--- src/hw/char_shift_defs.svh ---
// Constants for the character shift register control block.
// Assumes inclusion by bare name from the package and the design module.
`ifndef CHAR_SHIFT_DEFS_SVH
`define CHAR_SHIFT_DEFS_SVH

// Register byte offsets on the Wishbone slave
`define REG_CTRL        8'h00
`define REG_DIVISOR     8'h04
`define REG_STATUS      8'h08
`define ADR_W           8

// Reset values
`define CTRL_RST        32'h0000_0001
`define DIVISOR_RST     16'h0001

// Data register geometry
`define STAGES          11
`define LAST_STAGE      10
`define NEXT_LAST       9
`define HALF_LO         5
`define LFSR_TAP        8
`define MIN_WIDTH       5

// Steps of the hundred-step bit subdivision counter
`define BIT_STEPS       7'h64
`define STEP_TRUE       7'h00
`define STEP_EARLY      7'h01
`define STEP_LOAD       7'h02
`define STEP_MID        7'h32

// Status word layout
`define ST_RUN          31
`define ST_LOAD_REQ     30
`define ST_LAST_MARK    29

`endif

--- src/hw/char_shift_pkg.sv ---
// Types shared by the character shift register control block.
// Assumes the defines header is on the include path.
`include "char_shift_defs.svh"

package char_shift_pkg;

  // Operating modes, one-hot
  typedef enum logic [5:0] {
    MODE_FREE_RUN  = 6'h01,
    MODE_CHAR_STEP = 6'h02,
    MODE_SEQ_STEP  = 6'h04,
    MODE_SYNC      = 6'h08,
    MODE_RANDOM    = 6'h10,
    MODE_REVERSALS = 6'h20
  } mode_type;

  // Stop mark length selections
  typedef enum logic [1:0] {
    STOP_1_0 = 2'h0,
    STOP_1_5 = 2'h1,
    STOP_2_0 = 2'h2
  } stop_type;

  // Control word as stored at the control offset
  typedef struct packed {
    logic [12:0] reserved;
    logic [6:0]  distort_count;
    logic        distort_en;
    logic [1:0]  width_sel;
    stop_type    stop_sel;
    logic        ext_bit_sync;
    mode_type    mode;
  } ctrl_type;

  // Timing events decoded from the bit subdivision counter
  typedef struct packed {
    logic true_shift;
    logic displaced_shift;
    logic early;
    logic load;
    logic mid_bit;
  } tick_type;

endpackage

--- src/hw/character_shift_register_control.sv ---
// Character serializer: 11-stage data register, load handshake, last-mark
// detection, half-stop reset, random/reversal feedback, run control,
// time base and hundred-step bit subdivision counter.
// Assumes a classic Wishbone master, synchronous inputs on clk_i and a
// character source that presents the next character on char_data_i.
`include "char_shift_defs.svh"

module character_shift_register_control (
  input  wire logic        clk_i,
  input  wire logic        rst_i,
  input  wire logic        ce_i,
  input  wire logic        wb_cyc_i,
  input  wire logic        wb_stb_i,
  input  wire logic        wb_we_i,
  input  wire logic [7:0]  wb_adr_i,
  input  wire logic [3:0]  wb_sel_i,
  input  wire logic [31:0] wb_dat_i,
  output logic      [31:0] wb_dat_o,
  output logic             wb_ack_o,
  input  wire logic        ext_step_clk_i,
  input  wire logic        step_button_i,
  input  wire logic        ext_step_i,
  input  wire logic        char_end_i,
  input  wire logic [7:0]  char_data_i,
  output logic             serial_o,
  output logic             shift_pulse_o,
  output logic             load_strobe_o,
  output logic             last_mark_flag_o,
  output logic             half_stop_reset_o,
  output logic             run_control_o,
  output logic             run_control_n_o,
  output logic             timebase_o
);

  char_shift_pkg::ctrl_type ctrl;
  logic [15:0]              divisor;
  logic [15:0]              div_cnt;
  logic                     tb_ff;
  logic [6:0]               step_cnt;
  logic [`STAGES-1:0]       sreg;
  logic                     load_request;
  logic                     run_control;
  logic                     rev_phase;
  char_shift_pkg::tick_type tick;
  logic                     step_tick;
  logic                     shift_pulse;
  logic                     ss_mode;
  logic                     sync_mode;
  logic                     rand_mode;
  logic                     rev_mode;
  logic                     free_mode;
  logic                     all_space;
  logic                     last_mark;
  logic                     load_strobe;
  logic                     half_stop_reset;
  logic                     wb_req;
  logic [31:0]              status_word;
  logic [`STAGES-1:0]       next_sreg;
  logic [`STAGES-1:0]       char_vec;

  // Byte-lane merge for register writes
  function automatic logic [31:0] merge_bytes(input logic [31:0] old_v,
                                              input logic [31:0] new_v,
                                              input logic [3:0]  sel);
    logic [31:0] r;
    r = old_v;
    for (int b = 0; b < 4; b++) begin
      if (sel[b]) begin
        r[b*8 +: 8] = new_v[b*8 +: 8];
      end
    end
    return r;
  endfunction

  // Character image: start Space in the last stage, data after it, then
  // stop Marks or, for synchronous, one indicator Mark
  function automatic logic [`STAGES-1:0] build_char(
      input logic [7:0] d,
      input logic [1:0] wsel,
      input logic       two_stop,
      input logic       sync);
    logic [`STAGES-1:0] v;
    int                 n;
    v = '0;
    n = int'(wsel) + `MIN_WIDTH;
    for (int i = 0; i < 8; i++) begin
      if (i < n) begin
        v[`NEXT_LAST - i] = d[i];
      end
    end
    v[`NEXT_LAST - n] = 1'b1;
    if (!sync && two_stop) begin
      v[`NEXT_LAST - n - 1] = 1'b1;
    end
    return v;
  endfunction

  // Mode decode; an unknown code behaves as free-run
  always_comb begin
    ss_mode   = 1'b0;
    sync_mode = 1'b0;
    rand_mode = 1'b0;
    rev_mode  = 1'b0;
    free_mode = 1'b0;
    case (ctrl.mode)
      char_shift_pkg::MODE_FREE_RUN: begin
        ss_mode   = 1'b1;
        free_mode = 1'b1;
      end
      char_shift_pkg::MODE_CHAR_STEP,
      char_shift_pkg::MODE_SEQ_STEP: begin
        ss_mode = 1'b1;
      end
      char_shift_pkg::MODE_SYNC: begin
        sync_mode = 1'b1;
        free_mode = 1'b1;
      end
      char_shift_pkg::MODE_RANDOM: begin
        rand_mode = 1'b1;
        free_mode = 1'b1;
      end
      char_shift_pkg::MODE_REVERSALS: begin
        rev_mode  = 1'b1;
        free_mode = 1'b1;
      end
      default: begin
        ss_mode   = 1'b1;
        free_mode = 1'b1;
      end
    endcase
  end

  // Wishbone slave: one wait state, ack drops after one cycle
  assign wb_req = wb_cyc_i && wb_stb_i && !wb_ack_o;

  always_ff @(posedge clk_i) begin
    if (rst_i) begin
      wb_ack_o <= 1'b0;
    end else if (ce_i) begin
      wb_ack_o <= wb_req;
    end
  end

  // Control and divisor registers; writes land with the ack
  always_ff @(posedge clk_i) begin
    if (rst_i) begin
      ctrl    <= char_shift_pkg::ctrl_type'(`CTRL_RST);
      divisor <= `DIVISOR_RST;
    end else if (ce_i && wb_req && wb_we_i) begin
      if (wb_adr_i == `REG_CTRL) begin
        ctrl <= char_shift_pkg::ctrl_type'(
                  merge_bytes(32'(ctrl), wb_dat_i, wb_sel_i));
      end
      if (wb_adr_i == `REG_DIVISOR) begin
        divisor <= 16'(merge_bytes({16'h0000, divisor}, wb_dat_i,
                                   wb_sel_i));
      end
    end
  end

  assign status_word = {run_control, load_request, last_mark,
                        18'h00000, sreg};

  // Read data registered; unmapped offsets read zero
  always_ff @(posedge clk_i) begin
    if (rst_i) begin
      wb_dat_o <= 32'h0000_0000;
    end else if (ce_i && wb_req) begin
      case (wb_adr_i)
        `REG_CTRL:    wb_dat_o <= 32'(ctrl);
        `REG_DIVISOR: wb_dat_o <= {16'h0000, divisor};
        `REG_STATUS:  wb_dat_o <= status_word;
        default:      wb_dat_o <= 32'h0000_0000;
      endcase
    end
  end

  // Time base: divider chain and output flip-flop, stopped by run control
  always_ff @(posedge clk_i) begin
    if (rst_i) begin
      div_cnt <= 16'h0000;
      tb_ff   <= 1'b1;
    end else if (ce_i) begin
      if (!run_control) begin
        div_cnt <= 16'h0000;
        tb_ff   <= 1'b1;
      end else if (div_cnt + 16'h0001 >= divisor) begin
        div_cnt <= 16'h0000;
        tb_ff   <= !tb_ff;
      end else begin
        div_cnt <= div_cnt + 16'h0001;
      end
    end
  end

  // One step of the hundred-step counter per output flip-flop rise
  assign step_tick = run_control && !tb_ff &&
                     (div_cnt + 16'h0001 >= divisor);

  // Events decoded from the subdivision count
  always_comb begin
    tick.true_shift      = step_tick && step_cnt == `STEP_TRUE;
    tick.displaced_shift = step_tick && step_cnt == ctrl.distort_count;
    tick.early           = step_tick && step_cnt == `STEP_EARLY;
    tick.load            = step_tick && step_cnt == `STEP_LOAD;
    tick.mid_bit         = step_tick && step_cnt == `STEP_MID;
  end

  // Bit subdivision counter; the half-stop reset restarts the bit
  always_ff @(posedge clk_i) begin
    if (rst_i) begin
      step_cnt <= `STEP_TRUE;
    end else if (ce_i) begin
      if (!run_control || half_stop_reset) begin
        step_cnt <= `STEP_TRUE;
      end else if (step_tick) begin
        step_cnt <= (step_cnt == `BIT_STEPS - 7'h01) ? `STEP_TRUE
                                                     : step_cnt + 7'h01;
      end
    end
  end

  // Shift pulse source: external stepping blocks both internal paths
  always_comb begin
    if (ctrl.ext_bit_sync) begin
      shift_pulse = ext_step_clk_i && run_control;
    end else if (ctrl.distort_en) begin
      shift_pulse = tick.displaced_shift;
    end else begin
      shift_pulse = tick.true_shift;
    end
  end

  // Detection over the register stages
  assign all_space = (sreg == '0);
  always_comb begin
    if (sync_mode) begin
      last_mark = sreg[`NEXT_LAST] &&
                  (sreg[`NEXT_LAST-1:0] == '0);
    end else begin
      last_mark = ss_mode && sreg[`LAST_STAGE] &&
                  (sreg[`NEXT_LAST:0] == '0);
    end
  end

  // Half-stop counter reset: start-stop, 1.5 stop, running only
  assign half_stop_reset = ss_mode && last_mark && tick.mid_bit &&
                           ctrl.stop_sel == char_shift_pkg::STOP_1_5 &&
                           run_control;

  // Load request flip-flop, updated on the early tick
  always_ff @(posedge clk_i) begin
    if (rst_i) begin
      load_request <= 1'b0;
    end else if (ce_i && tick.early) begin
      if (all_space || (sync_mode && last_mark)) begin
        load_request <= !rand_mode && !rev_mode;
      end else begin
        load_request <= 1'b0;
      end
    end
  end

  // Load early in the start bit (synchronous: in the last data bit), so characters run back to back
  assign load_strobe = load_request && tick.load &&
                       !rand_mode && !rev_mode;

  assign char_vec = build_char(char_data_i, ctrl.width_sel,
                               ctrl.stop_sel != char_shift_pkg::STOP_1_0,
                               sync_mode);

  // Next register contents for load, shift and pattern feedback
  always_comb begin
    next_sreg = sreg;
    if (load_strobe) begin
      if (sync_mode) begin
        // Last stage keeps the bit on the line; indicator overwritten
        next_sreg = {sreg[`LAST_STAGE], char_vec[`NEXT_LAST:0]};
      end else begin
        next_sreg = char_vec;
      end
    end else if (shift_pulse) begin
      next_sreg = {sreg[`LAST_STAGE-1:0], 1'b0};
      if (rand_mode) begin
        // x^11 + x^9 + 1; an all-Space register is seeded with a Mark
        next_sreg[0] = (sreg[`LAST_STAGE] ^ sreg[`LFSR_TAP]) ||
                       all_space;
      end
      if (rev_mode) begin
        next_sreg[`HALF_LO] = rev_phase;
      end
    end
    if (!run_control) begin
      next_sreg[`LAST_STAGE] = 1'b1;
    end
  end

  // Data register, 11 stages
  always_ff @(posedge clk_i) begin
    if (rst_i) begin
      sreg <= '0;
    end else if (ce_i) begin
      sreg <= next_sreg;
    end
  end

  // Sampled shift pulse for the reversals feed: alternates each shift
  always_ff @(posedge clk_i) begin
    if (rst_i) begin
      rev_phase <= 1'b0;
    end else if (ce_i && shift_pulse) begin
      rev_phase <= !rev_phase;
    end
  end

  // Run control: forced set in free modes; in step modes a step sets it
  // and the character end clears it, the set winning a collision
  always_ff @(posedge clk_i) begin
    if (rst_i) begin
      run_control <= 1'b0;
    end else if (ce_i) begin
      if (free_mode) begin
        run_control <= 1'b1;
      end else if (step_button_i || ext_step_i) begin
        run_control <= 1'b1;
      end else if (char_end_i) begin
        run_control <= 1'b0;
      end
    end
  end

  // Outputs; the serial line is the last stage flip-flop
  assign serial_o          = sreg[`LAST_STAGE];
  assign shift_pulse_o     = shift_pulse;
  assign load_strobe_o     = load_strobe;
  assign last_mark_flag_o  = last_mark;
  assign half_stop_reset_o = half_stop_reset;
  assign run_control_o     = run_control;
  assign run_control_n_o   = !run_control;
  assign timebase_o        = tb_ff;

endmodule

--- config.mk ---
export PLATFORM = sky130hd
export DESIGN_NAME = character_shift_register_control
export DESIGN_NICKNAME = d
export VERILOG_FILES = /design/src/hw/char_shift_pkg.sv /design/src/hw/character_shift_register_control.sv
export VERILOG_INCLUDE_DIRS = /design/src /design/src/hw
export SDC_FILE = /design/constraint.sdc
export NUM_CORES = 1
export LEC_CHECK = 0
export ABC_AREA = 1
export CAP_MARGIN = 20
export CORE_MARGIN = 5
export CORE_UTILIZATION = 65
export CTS_CLUSTER_SIZE = 30
export DETAILED_ROUTE_END_ITERATION = 16
export DONT_BUFFER_PORTS = 1
export GPL_TIMING_DRIVEN = 0
export PLACE_DENSITY_LB_ADDON = 0.25
export SKIP_LAST_GASP = 1
export SLEW_MARGIN = 0
export SYNTH_ARGS = -nofsm -noshare
export SYNTH_HDL_FRONTEND = slang
export SYNTH_SLANG_ARGS = --single-unit
--- constraint.sdc ---
create_clock -name clk_i -period 5.8 [get_ports clk_i]
set_input_delay 1.16 -clock clk_i [delete_from_list [all_inputs] [get_ports clk_i]]
set_output_delay 1.16 -clock clk_i [all_outputs]
set_load 0.005 [all_outputs]
Yosys cells after proc, flatten, opt, wreduce, memory -nomap -nowiden
Index checks and enable logic that the tools add are counted.
W data, S select, Z words.
- bits in registers: 119
- input bits: 62
- $add $sub $neg: 5
- magnitude comparators: 13
- equality and inequality tests: 17
- mux-type cells: 38
- bitwise operators: 3
- reduce and logical (&&, ||, !) cells: 61
- operators with widths (kind ; count):
    $pmux W32 S3 ; 1
    $mux W11 ; 4
    $mux W16 ; 2
    $logic_and A1 B1 Y1 ; 29
    $mux W1 ; 26
    $mux W7 ; 3
    $reduce_and A3 Y1 ; 7
    $add A16 B1 Y16 const B ; 1
    $ge A16 B16 Y1 ; 1
    $lt A3 B4 Y1 const A ; 4
    $logic_not A11 Y1 ; 1
    $or A10 B11 Y11 ; 1
    $or A11 B11 Y11 ; 1
    $logic_not A10 Y1 ; 1
    $logic_not A9 Y1 ; 1
    $demux W1 S4 ; 2
    $eq A8 B3 Y1 const B ; 1
    $eq A8 B4 Y1 const B ; 1
    $logic_not A8 Y1 ; 1
    $lt A1 B4 Y1 const A ; 2
    $lt A2 B4 Y1 const A ; 2
    $reduce_and A2 Y1 ; 4
    $add A7 B1 Y7 const B ; 1
    $eq A7 B1 Y1 const B ; 1
    other kinds (27) ; 39

Depth between registers and ports, before layout
- depth in word-level cells: 13
- gate-level depth with buffers: 22
- depth with buffers taken out: 22

Worst setup path after synthesis
OpenSTA, ideal clock, no wires.
- path kind: flip-flop to output port
- start point: register div_cnt[0]
- end point: output port load_strobe_o
- arrival: 2.559 ns
- setup slack: 2.081 ns
- cell stages (with the launch flop): 19
- buffers on the path: 1
- path through: dfxtp_1 inv_1 nor2_1 nand3_1 nor2_1 nand2_1 nor2_2 nand3_1 nor2_1 xor2_1 inv_1 ha_1 a21oi_1 o21ai_0 a21oi_1 nand2_2 nand2_1 nor3_2 buf_4
- longest elaborated chain between the ends: 7
- RTL lines (what ; RTL line ; text):
    from (decl) ; character_shift_register_control.sv:37 ; logic [15:0] div_cnt;
    from (signal assigned) ; character_shift_register_control.sv:191 ; div_cnt <= div_cnt + 16'h0001;
    $add A16 B1 Y16 ; character_shift_register_control.sv:198 ; (div_cnt + 16'h0001 >= divisor);
    $ge A16 B16 Y1 ; character_shift_register_control.sv:198 ;
    $logic_and A1 B1 Y1 ; character_shift_register_control.sv:197 ; assign step_tick = run_control && !tb_ff &&
    $logic_and A1 B1 Y1 (no source line) ; - ;
    $logic_and A1 B1 Y1 (2 in series) ; character_shift_register_control.sv:265 ; assign load_strobe = load_request && tick.load &&
    $logic_and A1 B1 Y1 ; character_shift_register_control.sv:266 ; !rand_mode && !rev_mode;
    to (decl) ; character_shift_register_control.sv:27 ; output logic load_strobe_o,
No other way between the ends.

Worst setup path after layout
Ends and elaborated chain as after synthesis.

==> run metrics <==
outcome=finished, final reports clean; FILL cells=729; share of post-route cells with drive strength above 1=7.36%; number of standard cells after synthesis=905; Net Count, Synth=997; Total Routing Usage GR=31.7%; synthesis-to-layout area growth=12.4%; die outline area=11700 um2; register bit total from synthesis=119; area occupied by multi-input gates=3250 um2; total power per unit cell area=291 nW/um2; antenna violations before repair=0; clock slew seen by the registers of the worst setup and hold paths=0.07 ns; Clock Root Buffer=sky130_fd_sc_hd__clkbuf_8; number of I/O pins=103; Min-Delay Path Class=reg -> reg; later-pin clock latency in the skew report=0.53 ns; worst clock skew=0.0112 ns; fin crit share=84.7%; Max clock buf depth=2; IO Port Bufs=0; area inside the core boundary=9330 um2; final hold viol count=0; WS Path Type=reg -> out; maximum vdd ir drop=0.237 mV; R2R depth=20; number of hold buffers added after CTS=0; Worst Max-Slew Pin Slew=0.678 ns; HPWL after DPL=13.4 mm; max-cap violation count=0; most frequent standard cell in the layout excluding fill and tap cells=sky130_fd_sc_hd__nand2_1; setup repair after global routing missed its margin=false; hold_sp=ctrl[24]; worst relative slew slack=54.8%; final antenna diode count=0; global placer's final weighted congestion=0.900; cell area after synthesis=6260 um2; via count of the first global-routing pass=5968; aggregate routed wire length=18.2 mm; average cell area after synthesis=6.92 um2; Initial Util=67.1%; post-route minimum period=4.91 ns; worst path required time=4.64 ns; number of max-slew violations in the final report=0; Horiz. Die Dim=108 um; final-report setup violation count=0; Hold Path End=wb_dat_o[24]; worst endpoint data arrival time=3.75 ns; sequential share of the synthesized area=38.1%; global-route wire length before repair=29.1 mm; register-to-register setup slack=2.18 ns; top achievable clock speed=204 MHz; Critical Path Fanout Max=10; # rows=35; Antenna Nets Post-Route=0; residual DRC count=0; clock sink count=119; vertical die dimension=108 um; mean routed wirelength per cell=17.1 um; leakage dissipation=3.00 nW; hold path cells=2; Yosys Warn Count=0; number of vias per cell after detailed routing=5.87; number of different library cells in the post-synthesis netlist=41; first-pass detailed-route iteration total=6; CP startpoint kind=flip-flop; clock buffers created by TritonCTS=17; NumNets Final=1016; total number of vias=6254; CTS H-tree lvls=4; critical register-to-register path startpoint=div_cnt[0]; Hold WS=0.463 ns; total non-filler cell area in the finished layout=7030 um2; setup TNS after final layout=0 ns; post-cts sizing count=0; clock tree from TritonCTS=yes; top library cells by usage in the layout, fill and taps aside=sky130_fd_sc_hd__nand2_1 (196), sky130_fd_sc_hd__dfxtp_1 (119), sky130_fd_sc_hd__inv_1 (114); sequential cell area in the final layout=2380 um2; end of the worst register-to-register path=step_cnt[4]; standard cell area after detailed placement=6420 um2; maximum number of pins on one net before global-route repair=17; global route total overflow=0; final total power=2.04 mW; kind of end point of the critical path=primary output; count of routing violations after the opening detailed-route iteration=650; setup repair bufs after CTS=0
area by class of cell:
type | instances | share of cell area (%)
plain buffers | 36 | 2.40
clock inverters | 14 | 2.65
flip-flops and latches | 119 | 33.9
multi-input cells | 629 | 46.2
clock buffers | 18 | 6.08
well taps | 129 | 2.29
inverters | 121 | 6.46
worst max-delay path, stage by stage, from the launching register on:
cell and delay, ns:
sky130_fd_sc_hd__dfxtp_1 0.40, sky130_fd_sc_hd__inv_1 0.08, sky130_fd_sc_hd__nor2_1 0.18, sky130_fd_sc_hd__nand3_1 0.14, sky130_fd_sc_hd__nor2_1 0.15, sky130_fd_sc_hd__nand2_1 0.11
sky130_fd_sc_hd__nor2_2 0.17, sky130_fd_sc_hd__nand3_1 0.15, sky130_fd_sc_hd__nor2_1 0.16, sky130_fd_sc_hd__xor2_1 0.22, sky130_fd_sc_hd__inv_1 0.07, sky130_fd_sc_hd__ha_1 0.30
sky130_fd_sc_hd__a21oi_1 0.16, sky130_fd_sc_hd__o21ai_0 0.11, sky130_fd_sc_hd__a21oi_1 0.27, sky130_fd_sc_hd__nand2_2 0.14, sky130_fd_sc_hd__nand2_1 0.17, sky130_fd_sc_hd__nor3_2 0.07
sky130_fd_sc_hd__buf_4 0.17
worst max path at each step:
stage / cells past startpoint / slack, ns / startpoint / endpoint
after floorplan: 18 / 2.08 / div_cnt[0] / load_strobe_o
after global placement: 18 / 1.68 / div_cnt[0] / load_strobe_o
after detailed placement: 18 / 1.60 / div_cnt[0] / load_strobe_o
after CTS: 18 / 0.95 / div_cnt[0] / load_strobe_o
after global routing: 18 / 0.58 / div_cnt[0] / load_strobe_o
final: 18 / 0.89 / div_cnt[0] / load_strobe_o
through the flow:
| step | utilization [%] | worst slack, ns | std cells |
|---|---|---|---|
| floorplan | - | 2.08 | 905 |
| global placement | 68.8 | 1.68 | 1034 |
| detailed placement | 68.8 | 1.60 | 1034 |
| CTS | 75.4 | 0.954 | 1066 |
| global route | 75.4 | 0.578 | 1066 |
| finish | 75.4 | 0.889 | 1066 |
flip-flops by register name (all words and copies together) (netlist names):
register and cells:
run_control_o 1, rev_phase 1, timebase_o 1, div_cnt 16
divisor 16, load_request 1, ctrl 32, wb_dat_o 32
step_cnt 7, wb_ack_o 1, sreg 11
routing by layer:
| metal | track usage [%] | part of all wire [%] | wire length, um |
|---|---|---|---|
| met2 | 53.1 | 46 | 8460 |
| met4 | 13.4 | 3.9 | 716 |
| met5 | 0 | 0 | 0 |
| met3 | 9.79 | 11 | 1980 |
| met1 | 37.7 | 39 | 7070 |
synthesized netlist by cell type:
master / n / share of area (%)
sky130_fd_sc_hd__a211oi_1: 2 / 0.24
sky130_fd_sc_hd__a21oi_1: 109 / 8.7
sky130_fd_sc_hd__a31o_2: 1 / 0.14
sky130_fd_sc_hd__a31oi_1: 2 / 0.20
sky130_fd_sc_hd__and2_1: 1 / 0.10
sky130_fd_sc_hd__and3_1: 1 / 0.10
sky130_fd_sc_hd__buf_1: 1 / 0.060
sky130_fd_sc_hd__buf_2: 9 / 0.72
sky130_fd_sc_hd__buf_4: 4 / 0.48
sky130_fd_sc_hd__buf_6: 1 / 0.18
sky130_fd_sc_hd__clkbuf_1: 21 / 1.3
sky130_fd_sc_hd__clkinv_1: 2 / 0.12
sky130_fd_sc_hd__dfxtp_1: 119 / 38
sky130_fd_sc_hd__ha_1: 30 / 6.0
sky130_fd_sc_hd__inv_1: 114 / 6.8
sky130_fd_sc_hd__inv_2: 5 / 0.30
sky130_fd_sc_hd__nand2_1: 196 / 12
sky130_fd_sc_hd__nand2_2: 3 / 0.30
sky130_fd_sc_hd__nand2_4: 1 / 0.18
sky130_fd_sc_hd__nand3_1: 31 / 2.5
sky130_fd_sc_hd__nand3_2: 2 / 0.32
sky130_fd_sc_hd__nand4_1: 14 / 1.4
sky130_fd_sc_hd__nor2_1: 80 / 4.8
sky130_fd_sc_hd__nor2_2: 3 / 0.30
sky130_fd_sc_hd__nor3_1: 11 / 0.88
sky130_fd_sc_hd__nor3_2: 2 / 0.32
sky130_fd_sc_hd__nor3_4: 2 / 0.52
sky130_fd_sc_hd__nor3b_4: 2 / 0.60
sky130_fd_sc_hd__nor4_1: 2 / 0.20
sky130_fd_sc_hd__nor4_4: 1 / 0.34
sky130_fd_sc_hd__o211ai_1: 2 / 0.24
sky130_fd_sc_hd__o21a_1: 1 / 0.12
sky130_fd_sc_hd__o21ai_0: 96 / 7.7
sky130_fd_sc_hd__o21ai_1: 2 / 0.16
sky130_fd_sc_hd__o21bai_1: 1 / 0.12
sky130_fd_sc_hd__o221ai_1: 2 / 0.28
sky130_fd_sc_hd__o22ai_1: 13 / 1.3
sky130_fd_sc_hd__o311ai_0: 1 / 0.14
sky130_fd_sc_hd__or2_2: 1 / 0.10
sky130_fd_sc_hd__xnor2_1: 5 / 0.70
sky130_fd_sc_hd__xor2_1: 9 / 1.3
cells by family (layout without fill, tap and decap cells):
kind of cell / after synthesis / after routing / synth area share (%)
AO/OA/AOI/OAI: 232 / 232 / 19.3
XOR/XNOR: 14 / 14 / 1.96
adder cells (fa/ha/maj): 30 / 30 / 6.00
buffers and inverters: 157 / 189 / 9.96
flip-flops: 119 / 119 / 38.1
AND/OR/NAND/NOR: 353 / 353 / 24.7
where the power goes:
group	leakage (nW)	total, mW	internal [mW]	switching (mW)
logic	1.74	0.110	0.0327	0.0772
clock network	0.295	1.09	0.678	0.417
registers	0.962	0.839	0.829	0.0104
total	3.00	2.04	1.54	0.505
Note: power is estimated with default switching activity, not from simulation.
